--- config.mk ---
export PLATFORM = sky130hd
export DESIGN_NAME = fst_host
export DESIGN_NICKNAME = d
export VERILOG_FILES = /design/src/fst_pkg.sv /design/src/fst_host.sv
export VERILOG_INCLUDE_DIRS = /design/src
export SDC_FILE = /design/constraint.sdc
export NUM_CORES = 1
export LEC_CHECK = 0
export BUFFER_PORTS_ARGS = -buffer_cell sky130_fd_sc_hd__buf_2
export CAP_MARGIN = 0
export CORE_UTILIZATION = 36
export CTS_CLUSTER_SIZE = 25
export DETAILED_ROUTE_END_ITERATION = 8
export SLEW_MARGIN = 10
export SYNTH_ARGS = -nofsm -noshare
export SYNTH_HDL_FRONTEND = slang
export SYNTH_SLANG_ARGS = --single-unit
--- constraint.sdc ---
create_clock -name sys_clk_in -period 2.2 [get_ports sys_clk_in]
set_input_delay 0.33 -clock sys_clk_in [delete_from_list [all_inputs] [get_ports sys_clk_in]]
set_output_delay 0.33 -clock sys_clk_in [all_outputs]
set_load 0.01 [all_outputs]
--- src/fst_defs.svh ---
// Constants for the flash status and lock tracking host controller
`ifndef FST_DEFS_SVH
`define FST_DEFS_SVH
`define FST_REG_CTRL 4'h0
`define FST_REG_CMD 4'h1
`define FST_REG_STATUS 4'h2
`define FST_REG_XSTATUS 4'h3
`define FST_REG_LOCK 4'h4
`define FST_BIT_READY 15
`define FST_BIT_ESUSP 14
`define FST_BIT_EERR 13
`define FST_BIT_PERR 12
`define FST_BIT_VERR 11
`define FST_BIT_PSUSP 10
`define FST_BIT_LOCKERR 9
`define FST_BIT_PBAVAIL 7
`define FST_SR_MASK 16'hfe00
`define FST_XSR_MASK 16'h0080
`define FST_CMD_READ_STATUS 16'h0070
`define FST_CMD_CLEAR_STATUS 16'h0050
`define FST_CMD_READ_ID 16'h0090
`define FST_CMD_PB_SETUP 16'h00e8
`define FST_BUS_PULSE 4'h4
`endif

--- src/fst_pkg.sv ---
// Types for the flash status and lock tracking host controller
package fst_pkg;
  typedef enum logic [2:0] {
    FST_IDLE, FST_WR, FST_WR_GAP, FST_RD, FST_DONE
  } fst_state_t;
  typedef enum logic [1:0] {
    FST_OP_WRITE, FST_OP_READ_SR, FST_OP_READ_XSR, FST_OP_READ_ID
  } fst_op_t;
endpackage

--- src/fst_host.sv ---
// Host controller that polls flash status words and drives the protect pin
`timescale 1ns/10ps
`include "fst_defs.svh"
module fst_host
  import fst_pkg::*;
#(
  parameter int ADDR_W = 23
) (
  // Clock and reset
  input wire logic sys_clk_in,
  input wire logic rst_in,
  // AXI4-Lite slave
  input wire logic [31:0] s_awaddr_in,
  input wire logic s_awvalid_in,
  output logic s_awready_out,
  input wire logic [31:0] s_wdata_in,
  input wire logic [3:0] s_wstrb_in,
  input wire logic s_wvalid_in,
  output logic s_wready_out,
  output logic [1:0] s_bresp_out,
  output logic s_bvalid_out,
  input wire logic s_bready_in,
  input wire logic [31:0] s_araddr_in,
  input wire logic s_arvalid_in,
  output logic s_arready_out,
  output logic [31:0] s_rdata_out,
  output logic [1:0] s_rresp_out,
  output logic s_rvalid_out,
  input wire logic s_rready_in,
  // Flash pins
  output logic [ADDR_W-1:0] flash_addr_out,
  output logic [15:0] flash_dq_out,
  output logic flash_dq_oe_out,
  input wire logic [15:0] flash_dq_in,
  output logic flash_ce_n_out,
  output logic flash_we_n_out,
  output logic flash_oe_n_out,
  output logic protect_accel_pin_out,
  input wire logic engine_busy_pin_n_in
);
  fst_state_t state_ff;
  fst_op_t op_ff;
  logic [3:0] cnt_ff;
  logic [15:0] sr_ff, xsr_ff, lock_ff;
  logic [15:0] dq_s1_ff, dq_s2_ff;
  logic busy_s1_ff, busy_s2_ff;
  logic [ADDR_W-1:0] tgt_addr_ff;
  logic [1:0] op_req_ff;
  logic go_ff;
  logic [15:0] cmd_data_ff;
  logic aw_got_ff, w_got_ff;
  logic [31:0] awaddr_ff, wdata_ff;
  logic [3:0] wstrb_ff;
  logic [2:0] seq_ff;

  // Register index from a byte address
  function automatic logic [3:0] reg_idx(input logic [31:0] a);
    reg_idx = a[5:2];
  endfunction

  // Two-flop synchronisers on pins from the flash
  always_ff @(posedge sys_clk_in) begin
    dq_s1_ff <= flash_dq_in;
    dq_s2_ff <= dq_s1_ff;
    busy_s1_ff <= engine_busy_pin_n_in;
    busy_s2_ff <= busy_s1_ff;
  end

  // Write channel capture; address and data may come in either order
  wire wr_fire = aw_got_ff && w_got_ff && !s_bvalid_out;
  wire wr_ok = wr_fire && wstrb_ff == 4'hf; // Partial-word writes are dropped
  wire nxt_aw_got = (aw_got_ff || (s_awvalid_in && s_awready_out)) && !wr_fire;
  wire nxt_w_got = (w_got_ff || (s_wvalid_in && s_wready_out)) && !wr_fire;
  wire nxt_bvalid = wr_fire || (s_bvalid_out && !s_bready_in);
  always_ff @(posedge sys_clk_in) begin
    if (rst_in) begin
      aw_got_ff <= 1'b0;
      w_got_ff <= 1'b0;
      awaddr_ff <= 32'h0;
      wdata_ff <= 32'h0;
      wstrb_ff <= 4'h0;
      s_bvalid_out <= 1'b0;
      s_awready_out <= 1'b0;
      s_wready_out <= 1'b0;
      s_bresp_out <= 2'h0;
    end else begin
      if (s_awvalid_in && s_awready_out) begin
        awaddr_ff <= s_awaddr_in;
      end
      if (s_wvalid_in && s_wready_out) begin
        wdata_ff <= s_wdata_in;
        wstrb_ff <= s_wstrb_in;
      end
      aw_got_ff <= nxt_aw_got;
      w_got_ff <= nxt_w_got;
      s_bvalid_out <= nxt_bvalid;
      s_awready_out <= !nxt_aw_got && !nxt_bvalid; // Registered, so it looks one state ahead
      s_wready_out <= !nxt_w_got && !nxt_bvalid;
      s_bresp_out <= 2'h0;
    end
  end

  // Control, command and lock registers: protect pin, operation kind and command data, flash address
  always_ff @(posedge sys_clk_in) begin
    if (rst_in) begin
      go_ff <= 1'b0;
      op_req_ff <= 2'h0;
      tgt_addr_ff <= '0;
      cmd_data_ff <= 16'h0;
      protect_accel_pin_out <= 1'b0;
    end else begin
      go_ff <= 1'b0;
      if (wr_ok && reg_idx(awaddr_ff) == `FST_REG_CTRL) begin
        protect_accel_pin_out <= wdata_ff[0];
      end
      // Orders are refused while one is pending or running
      if (wr_ok && reg_idx(awaddr_ff) == `FST_REG_CMD && state_ff == FST_IDLE && !go_ff) begin
        op_req_ff <= wdata_ff[17:16];
        cmd_data_ff <= wdata_ff[15:0];
        go_ff <= 1'b1;
      end
      if (wr_ok && reg_idx(awaddr_ff) == `FST_REG_LOCK) begin
        tgt_addr_ff <= wdata_ff[ADDR_W-1:0];
      end
    end
  end

  // Flash bus sequencer: status reads issue a command write, then a read
  always_ff @(posedge sys_clk_in) begin
    if (rst_in) begin
      state_ff <= FST_IDLE;
      op_ff <= FST_OP_WRITE;
      cnt_ff <= 4'h0;
      seq_ff <= 3'h0;
      flash_addr_out <= '0;
      flash_dq_out <= 16'h0;
      flash_dq_oe_out <= 1'b0;
      flash_ce_n_out <= 1'b1;
      flash_we_n_out <= 1'b1;
      flash_oe_n_out <= 1'b1;
      sr_ff <= 16'h0;
      xsr_ff <= 16'h0;
      lock_ff <= 16'h0;
    end else begin
      unique case (state_ff)
        FST_IDLE: begin
          if (go_ff) begin
            op_ff <= fst_op_t'(op_req_ff);
            flash_addr_out <= tgt_addr_ff;
            flash_dq_oe_out <= 1'b1;
            flash_ce_n_out <= 1'b0;
            flash_we_n_out <= 1'b0;
            cnt_ff <= `FST_BUS_PULSE;
            state_ff <= FST_WR;
            unique case (fst_op_t'(op_req_ff))
              FST_OP_WRITE: flash_dq_out <= cmd_data_ff;
              FST_OP_READ_SR: flash_dq_out <= `FST_CMD_READ_STATUS;
              FST_OP_READ_XSR: flash_dq_out <= `FST_CMD_PB_SETUP;
              FST_OP_READ_ID: flash_dq_out <= `FST_CMD_READ_ID;
            endcase
          end
        end
        FST_WR: begin
          if (cnt_ff != 4'h0) begin
            cnt_ff <= cnt_ff - 4'h1;
          end else begin
            flash_we_n_out <= 1'b1; // Chip select held past the strobe for data hold
            cnt_ff <= `FST_BUS_PULSE;
            state_ff <= (op_ff == FST_OP_WRITE) ? FST_DONE : FST_WR_GAP;
          end
        end
        FST_WR_GAP: begin
          flash_dq_oe_out <= 1'b0;
          flash_oe_n_out <= 1'b0;
          cnt_ff <= `FST_BUS_PULSE + 4'h3; // Pulse plus synchroniser delay
          state_ff <= FST_RD;
        end
        FST_RD: begin
          if (cnt_ff != 4'h0) begin
            cnt_ff <= cnt_ff - 4'h1;
          end else begin
            flash_oe_n_out <= 1'b1;
            flash_ce_n_out <= 1'b1;
            unique case (op_ff)
              FST_OP_READ_SR: sr_ff <= dq_s2_ff & `FST_SR_MASK;
              FST_OP_READ_XSR: xsr_ff <= dq_s2_ff & `FST_XSR_MASK;
              FST_OP_READ_ID: lock_ff <= dq_s2_ff & 16'h0003;
              default: lock_ff <= lock_ff;
            endcase
            state_ff <= FST_DONE;
          end
        end
        FST_DONE: begin
          flash_ce_n_out <= 1'b1;
          seq_ff <= seq_ff + 3'h1;
          state_ff <= FST_IDLE;
        end
      endcase
    end
  end

  // Error bits only count once ready; while busy they read as zero
  wire [15:0] sr_view = sr_ff[`FST_BIT_READY] ? sr_ff : {sr_ff[15], 6'h0, sr_ff[8:0]};
  // Read channel: one read at a time, data straight from flops
  always_ff @(posedge sys_clk_in) begin
    if (rst_in) begin
      s_rvalid_out <= 1'b0;
      s_rdata_out <= 32'h0;
      s_rresp_out <= 2'h0;
      s_arready_out <= 1'b0;
    end else begin
      s_arready_out <= !s_rvalid_out && !s_arready_out;
      if (s_arvalid_in && s_arready_out) begin
        s_arready_out <= 1'b0;
        s_rvalid_out <= 1'b1;
        s_rresp_out <= 2'h0;
        unique case (reg_idx(s_araddr_in))
          `FST_REG_CTRL: s_rdata_out <= {31'h0, protect_accel_pin_out};
          `FST_REG_CMD: s_rdata_out <= {
            busy_s2_ff, 25'h0, seq_ff, state_ff != FST_IDLE || go_ff, 2'h0};
          `FST_REG_STATUS: s_rdata_out <= {16'h0, sr_view};
          `FST_REG_XSTATUS: s_rdata_out <= {16'h0, xsr_ff};
          `FST_REG_LOCK: s_rdata_out <= {30'h0, lock_ff[1:0]};
          default: begin
            s_rdata_out <= 32'h0;
            s_rresp_out <= 2'h2;
          end
        endcase
      end else if (s_rvalid_out && s_rready_in) begin
        s_rvalid_out <= 1'b0;
      end
    end
  end
endmodule

==> flow_summary_export.csv <==
group,metric,value,unit
synth,synthTopCellsByArea,"dfxtp_1 (55%), nand2_1 (10%), a21oi_1 (9.0%)",
place,hpwl,10100,um
die,die_h,138,um
die,fp-row-count,49,
routing,ant_nets,0,
routing,wl_per_cell,13.5,um
timing,fin_crit,1.89,ns
cts,cts_max_level,4,
worst_hold_path,hp-start,"s_wdata_in[18]",
critical_path,r2r_cells,7,
pwr,power.total,6570,uW
place,portBuffers,117,
timing,rsz0062_at_grt,"false",
pwr,swShare,0.242,
routing,firstDrtPassIters,7,
grt,grt_pass1_wl,24800,um
critical_path,worst-endpoint-required,2.49,ns
routing,drt-initial-drc-count,252,
pwr,intPower,4980,uW
finish,nNetsFinal,1019,
pwr,p_seq_frac,0.522,
pwr,p_leak,0.00319,uW
job,drv_cap,0,
pwr,ir_drop,0.000507,V
synth,synthCells,768,
grt,grt.total_usage,0.162,
synth,async_reset_ff_frac,0,
routing,vias,5477,
synth,synthTopCellsByCount,"dfxtp_1 (184), nand2_1 (178), a21oi_1 (120)",
routing,drt_wl_total,15200,um
critical_path,worst_setup_path_start_kind,"register",
synth,yosysMostFrequentCell,"dfxtp_1",
timing,hold_ws,0.136,ns
cts,cts_tree,"yes",
grt,grt_max_degree,65,
synth,synth.top_cell.area_share,0.552,
pwr,power_frac_clock,0.438,
cts,clock_latency,0.42,ns
die,die-width,138,um
finish,diodes,0,
worst_hold_path,hold_depth,3,
cts,clockBufferDepth,2,
synth,synth.ff_latch_count,184,
cts,cts.reportedPaths.clkPinSlew,0.07,ns
critical_path,crit_path_start,"cnt_ff[0]",
synth,synth_edf_count,0,
timing,skew,0.00979,ns
cts,numCtsBuffers,17,
cts,cts-root-buf,"clkbuf_16",
routing,viasPerCell,4.85,
grt,first_global_vias,4948,
timing,relSlewSlack,0.510,
die,start_util,0.369,
timing,tns,0,ns
timing,slew_viol_final,0,
timing,final-hold-violation-count,0,
finish,layout-drive-gt1-share,0.200,
critical_path,r2r_start,"cnt_ff[0]",
timing,fmax,529,MHz
critical_path,crit_fanout,7,
pwr,powerDensity,803,nW/um2
critical_path,end_kind,"register",
synth,synth_largest_area_cell,"dfxtp_1",
die,io_pins,209,
cts,cts_sinks,184,
worst_hold_path,hp-class,"in2reg",
synth,synth-seq-area-share,0.552,
grt,gr-total-overflow,0,
pwr,netSwitchingPower,1590,uW
synth,synth_cell_types,46,
routing,drc,16,
place,gp_congestion,0.775,
die,core,18100,um2
synth,synth-main-ff-cell,"dfxtp_1",
timing,fin_crit_sh,0.859,
synth,syn_area,6670,um2
synth,syn-mean-instance-area,8.69,um2
cts,postCtsSetupRepairBufs,0,
outcome,violations,"design-rule violations",
outcome,status,"complete, but fails checks",
die,die_area,19100,um2
timing,tightest_slew,0.735,ns
critical_path,critPathKind,"reg2reg",
timing,setup_violations,0,
pwr,power_frac_comb,0.040,
finish,area_delta_synth_final,22.5,%
critical_path,arrival,2.18,ns
grt,grt_antenna_before_repair,0,
synth,yosysWarnings,0,
==> worst paths after layout <==
kind	to	slack, ns
hold / removal	wdata_ff[18]	0.14
setup / recovery	sr_ff[15]	0.31
hold reg to reg	dq_s2_ff[12]	0.33
setup reg to reg	sr_ff[15]	0.31
==> layer usage <==
| layer | share of wire | up-vias | global-route usage |
|---|---|---|---|
| li1 | - | 2808 | - |
| met1 | 0.49 | 2538 | 0.224 |
| met5 | 0 | - | 0 |
| met3 | 0.044 | 8 | 0.0371 |
| met4 | 0.0091 | 0 | 0.0532 |
| met2 | 0.46 | 123 | 0.249 |
==> worst max-delay path: stages, from the launching register on <==
cell	delay [ns]
dfxtp_1	0.31
inv_1	0.11
ha_1	0.16
or3b_1	0.46
nor4_4	0.24
buf_4	0.22
mux2i_1	0.20
nor2_1	0.05
==> sequential cells by signal, summed over array words and instances, names as in the netlist, 2 cells and up <==
signal,cells
flash_dq_out,16
op_req_ff,2
dq_s1_ff,10
lock_ff,2
seq_ff,3
flash_addr_out,23
s_rdata_out,15
awaddr_ff,4
sr_ff,7
op_ff,2
tgt_addr_ff,23
cmd_data_ff,16
cnt_ff,4
wstrb_ff,4
wdata_ff,23
state_ff,3
dq_s2_ff,10
==> cells by family after synthesis <==
kind of cell    synth area share
flops                      0.552
compound gates             0.142
other cells             0.000562
simple gates               0.213
fa+ha+maj                 0.0131
mux                       0.0210
xor+xnor                 0.00263
buf+inv                   0.0559
==> layout make-up <==
type	instances	area [um2]
Clock inverter	14	134
Timing Repair Buffer	152	916
Clock buffer	17	425
Fill cell	1831	9910
Tap cell	229	287
Inverter	7	26.3
Sequential cell	184	3680
Multi-Input combinational cell	526	2700
==> layout by cell type, fill, tap and decap left out, types with 4 or more instances in the layout <==
master,synthesis,layout
nor3_1,7,6
dlygate4sd3_1,0,11
buf_2,7,116
nand2_1,178,178
mux2i_1,14,14
nor2_1,42,42
o21ai_1,9,9
buf_4,20,22
o21ai_0,17,17
nor2b_1,6,6
dfxtp_1,184,184
nand3_1,34,34
conb_1,1,20
inv_8,0,4
clkbuf_16,0,17
nand2b_1,7,7
a211oi_1,7,7
inv_1,7,7
nor3b_1,4,4
nor4_1,7,7
a21oi_1,120,120
ha_1,7,7
a22oi_1,11,11
==> metrics by stage <==
stage,instance area [um2],instances,utilization,setup WS (ns)
floorplan,6750,787,-,0.319
global placement,7500,1087,0.415,0.289
detailed placement,7500,1087,0.415,0.297
CTS,8170,1129,0.452,0.280
global route,8170,1129,0.452,0.157
finish,8170,1129,0.452,0.309
==> power groups by stage <==
stage | registers (uW) | clock network, uW | logic, uW
2_1_floorplan | 3500 | 0 | 162
3_3_place_gp | 3510 | 0 | 244
3_5_place_dp | 3510 | 0 | 247
4_1_cts | 3430 | 2960 | 262
5_1_grt | 3440 | 3110 | 290
6_report | 3430 | 2880 | 260
==> repair_timing <==
item / CTS / global route
hold endpoints to repair: 11 / 0
gates resized for setup: 0 / 0
hold buffers: 11 / 0
Power figures use the tool's default switching activity.
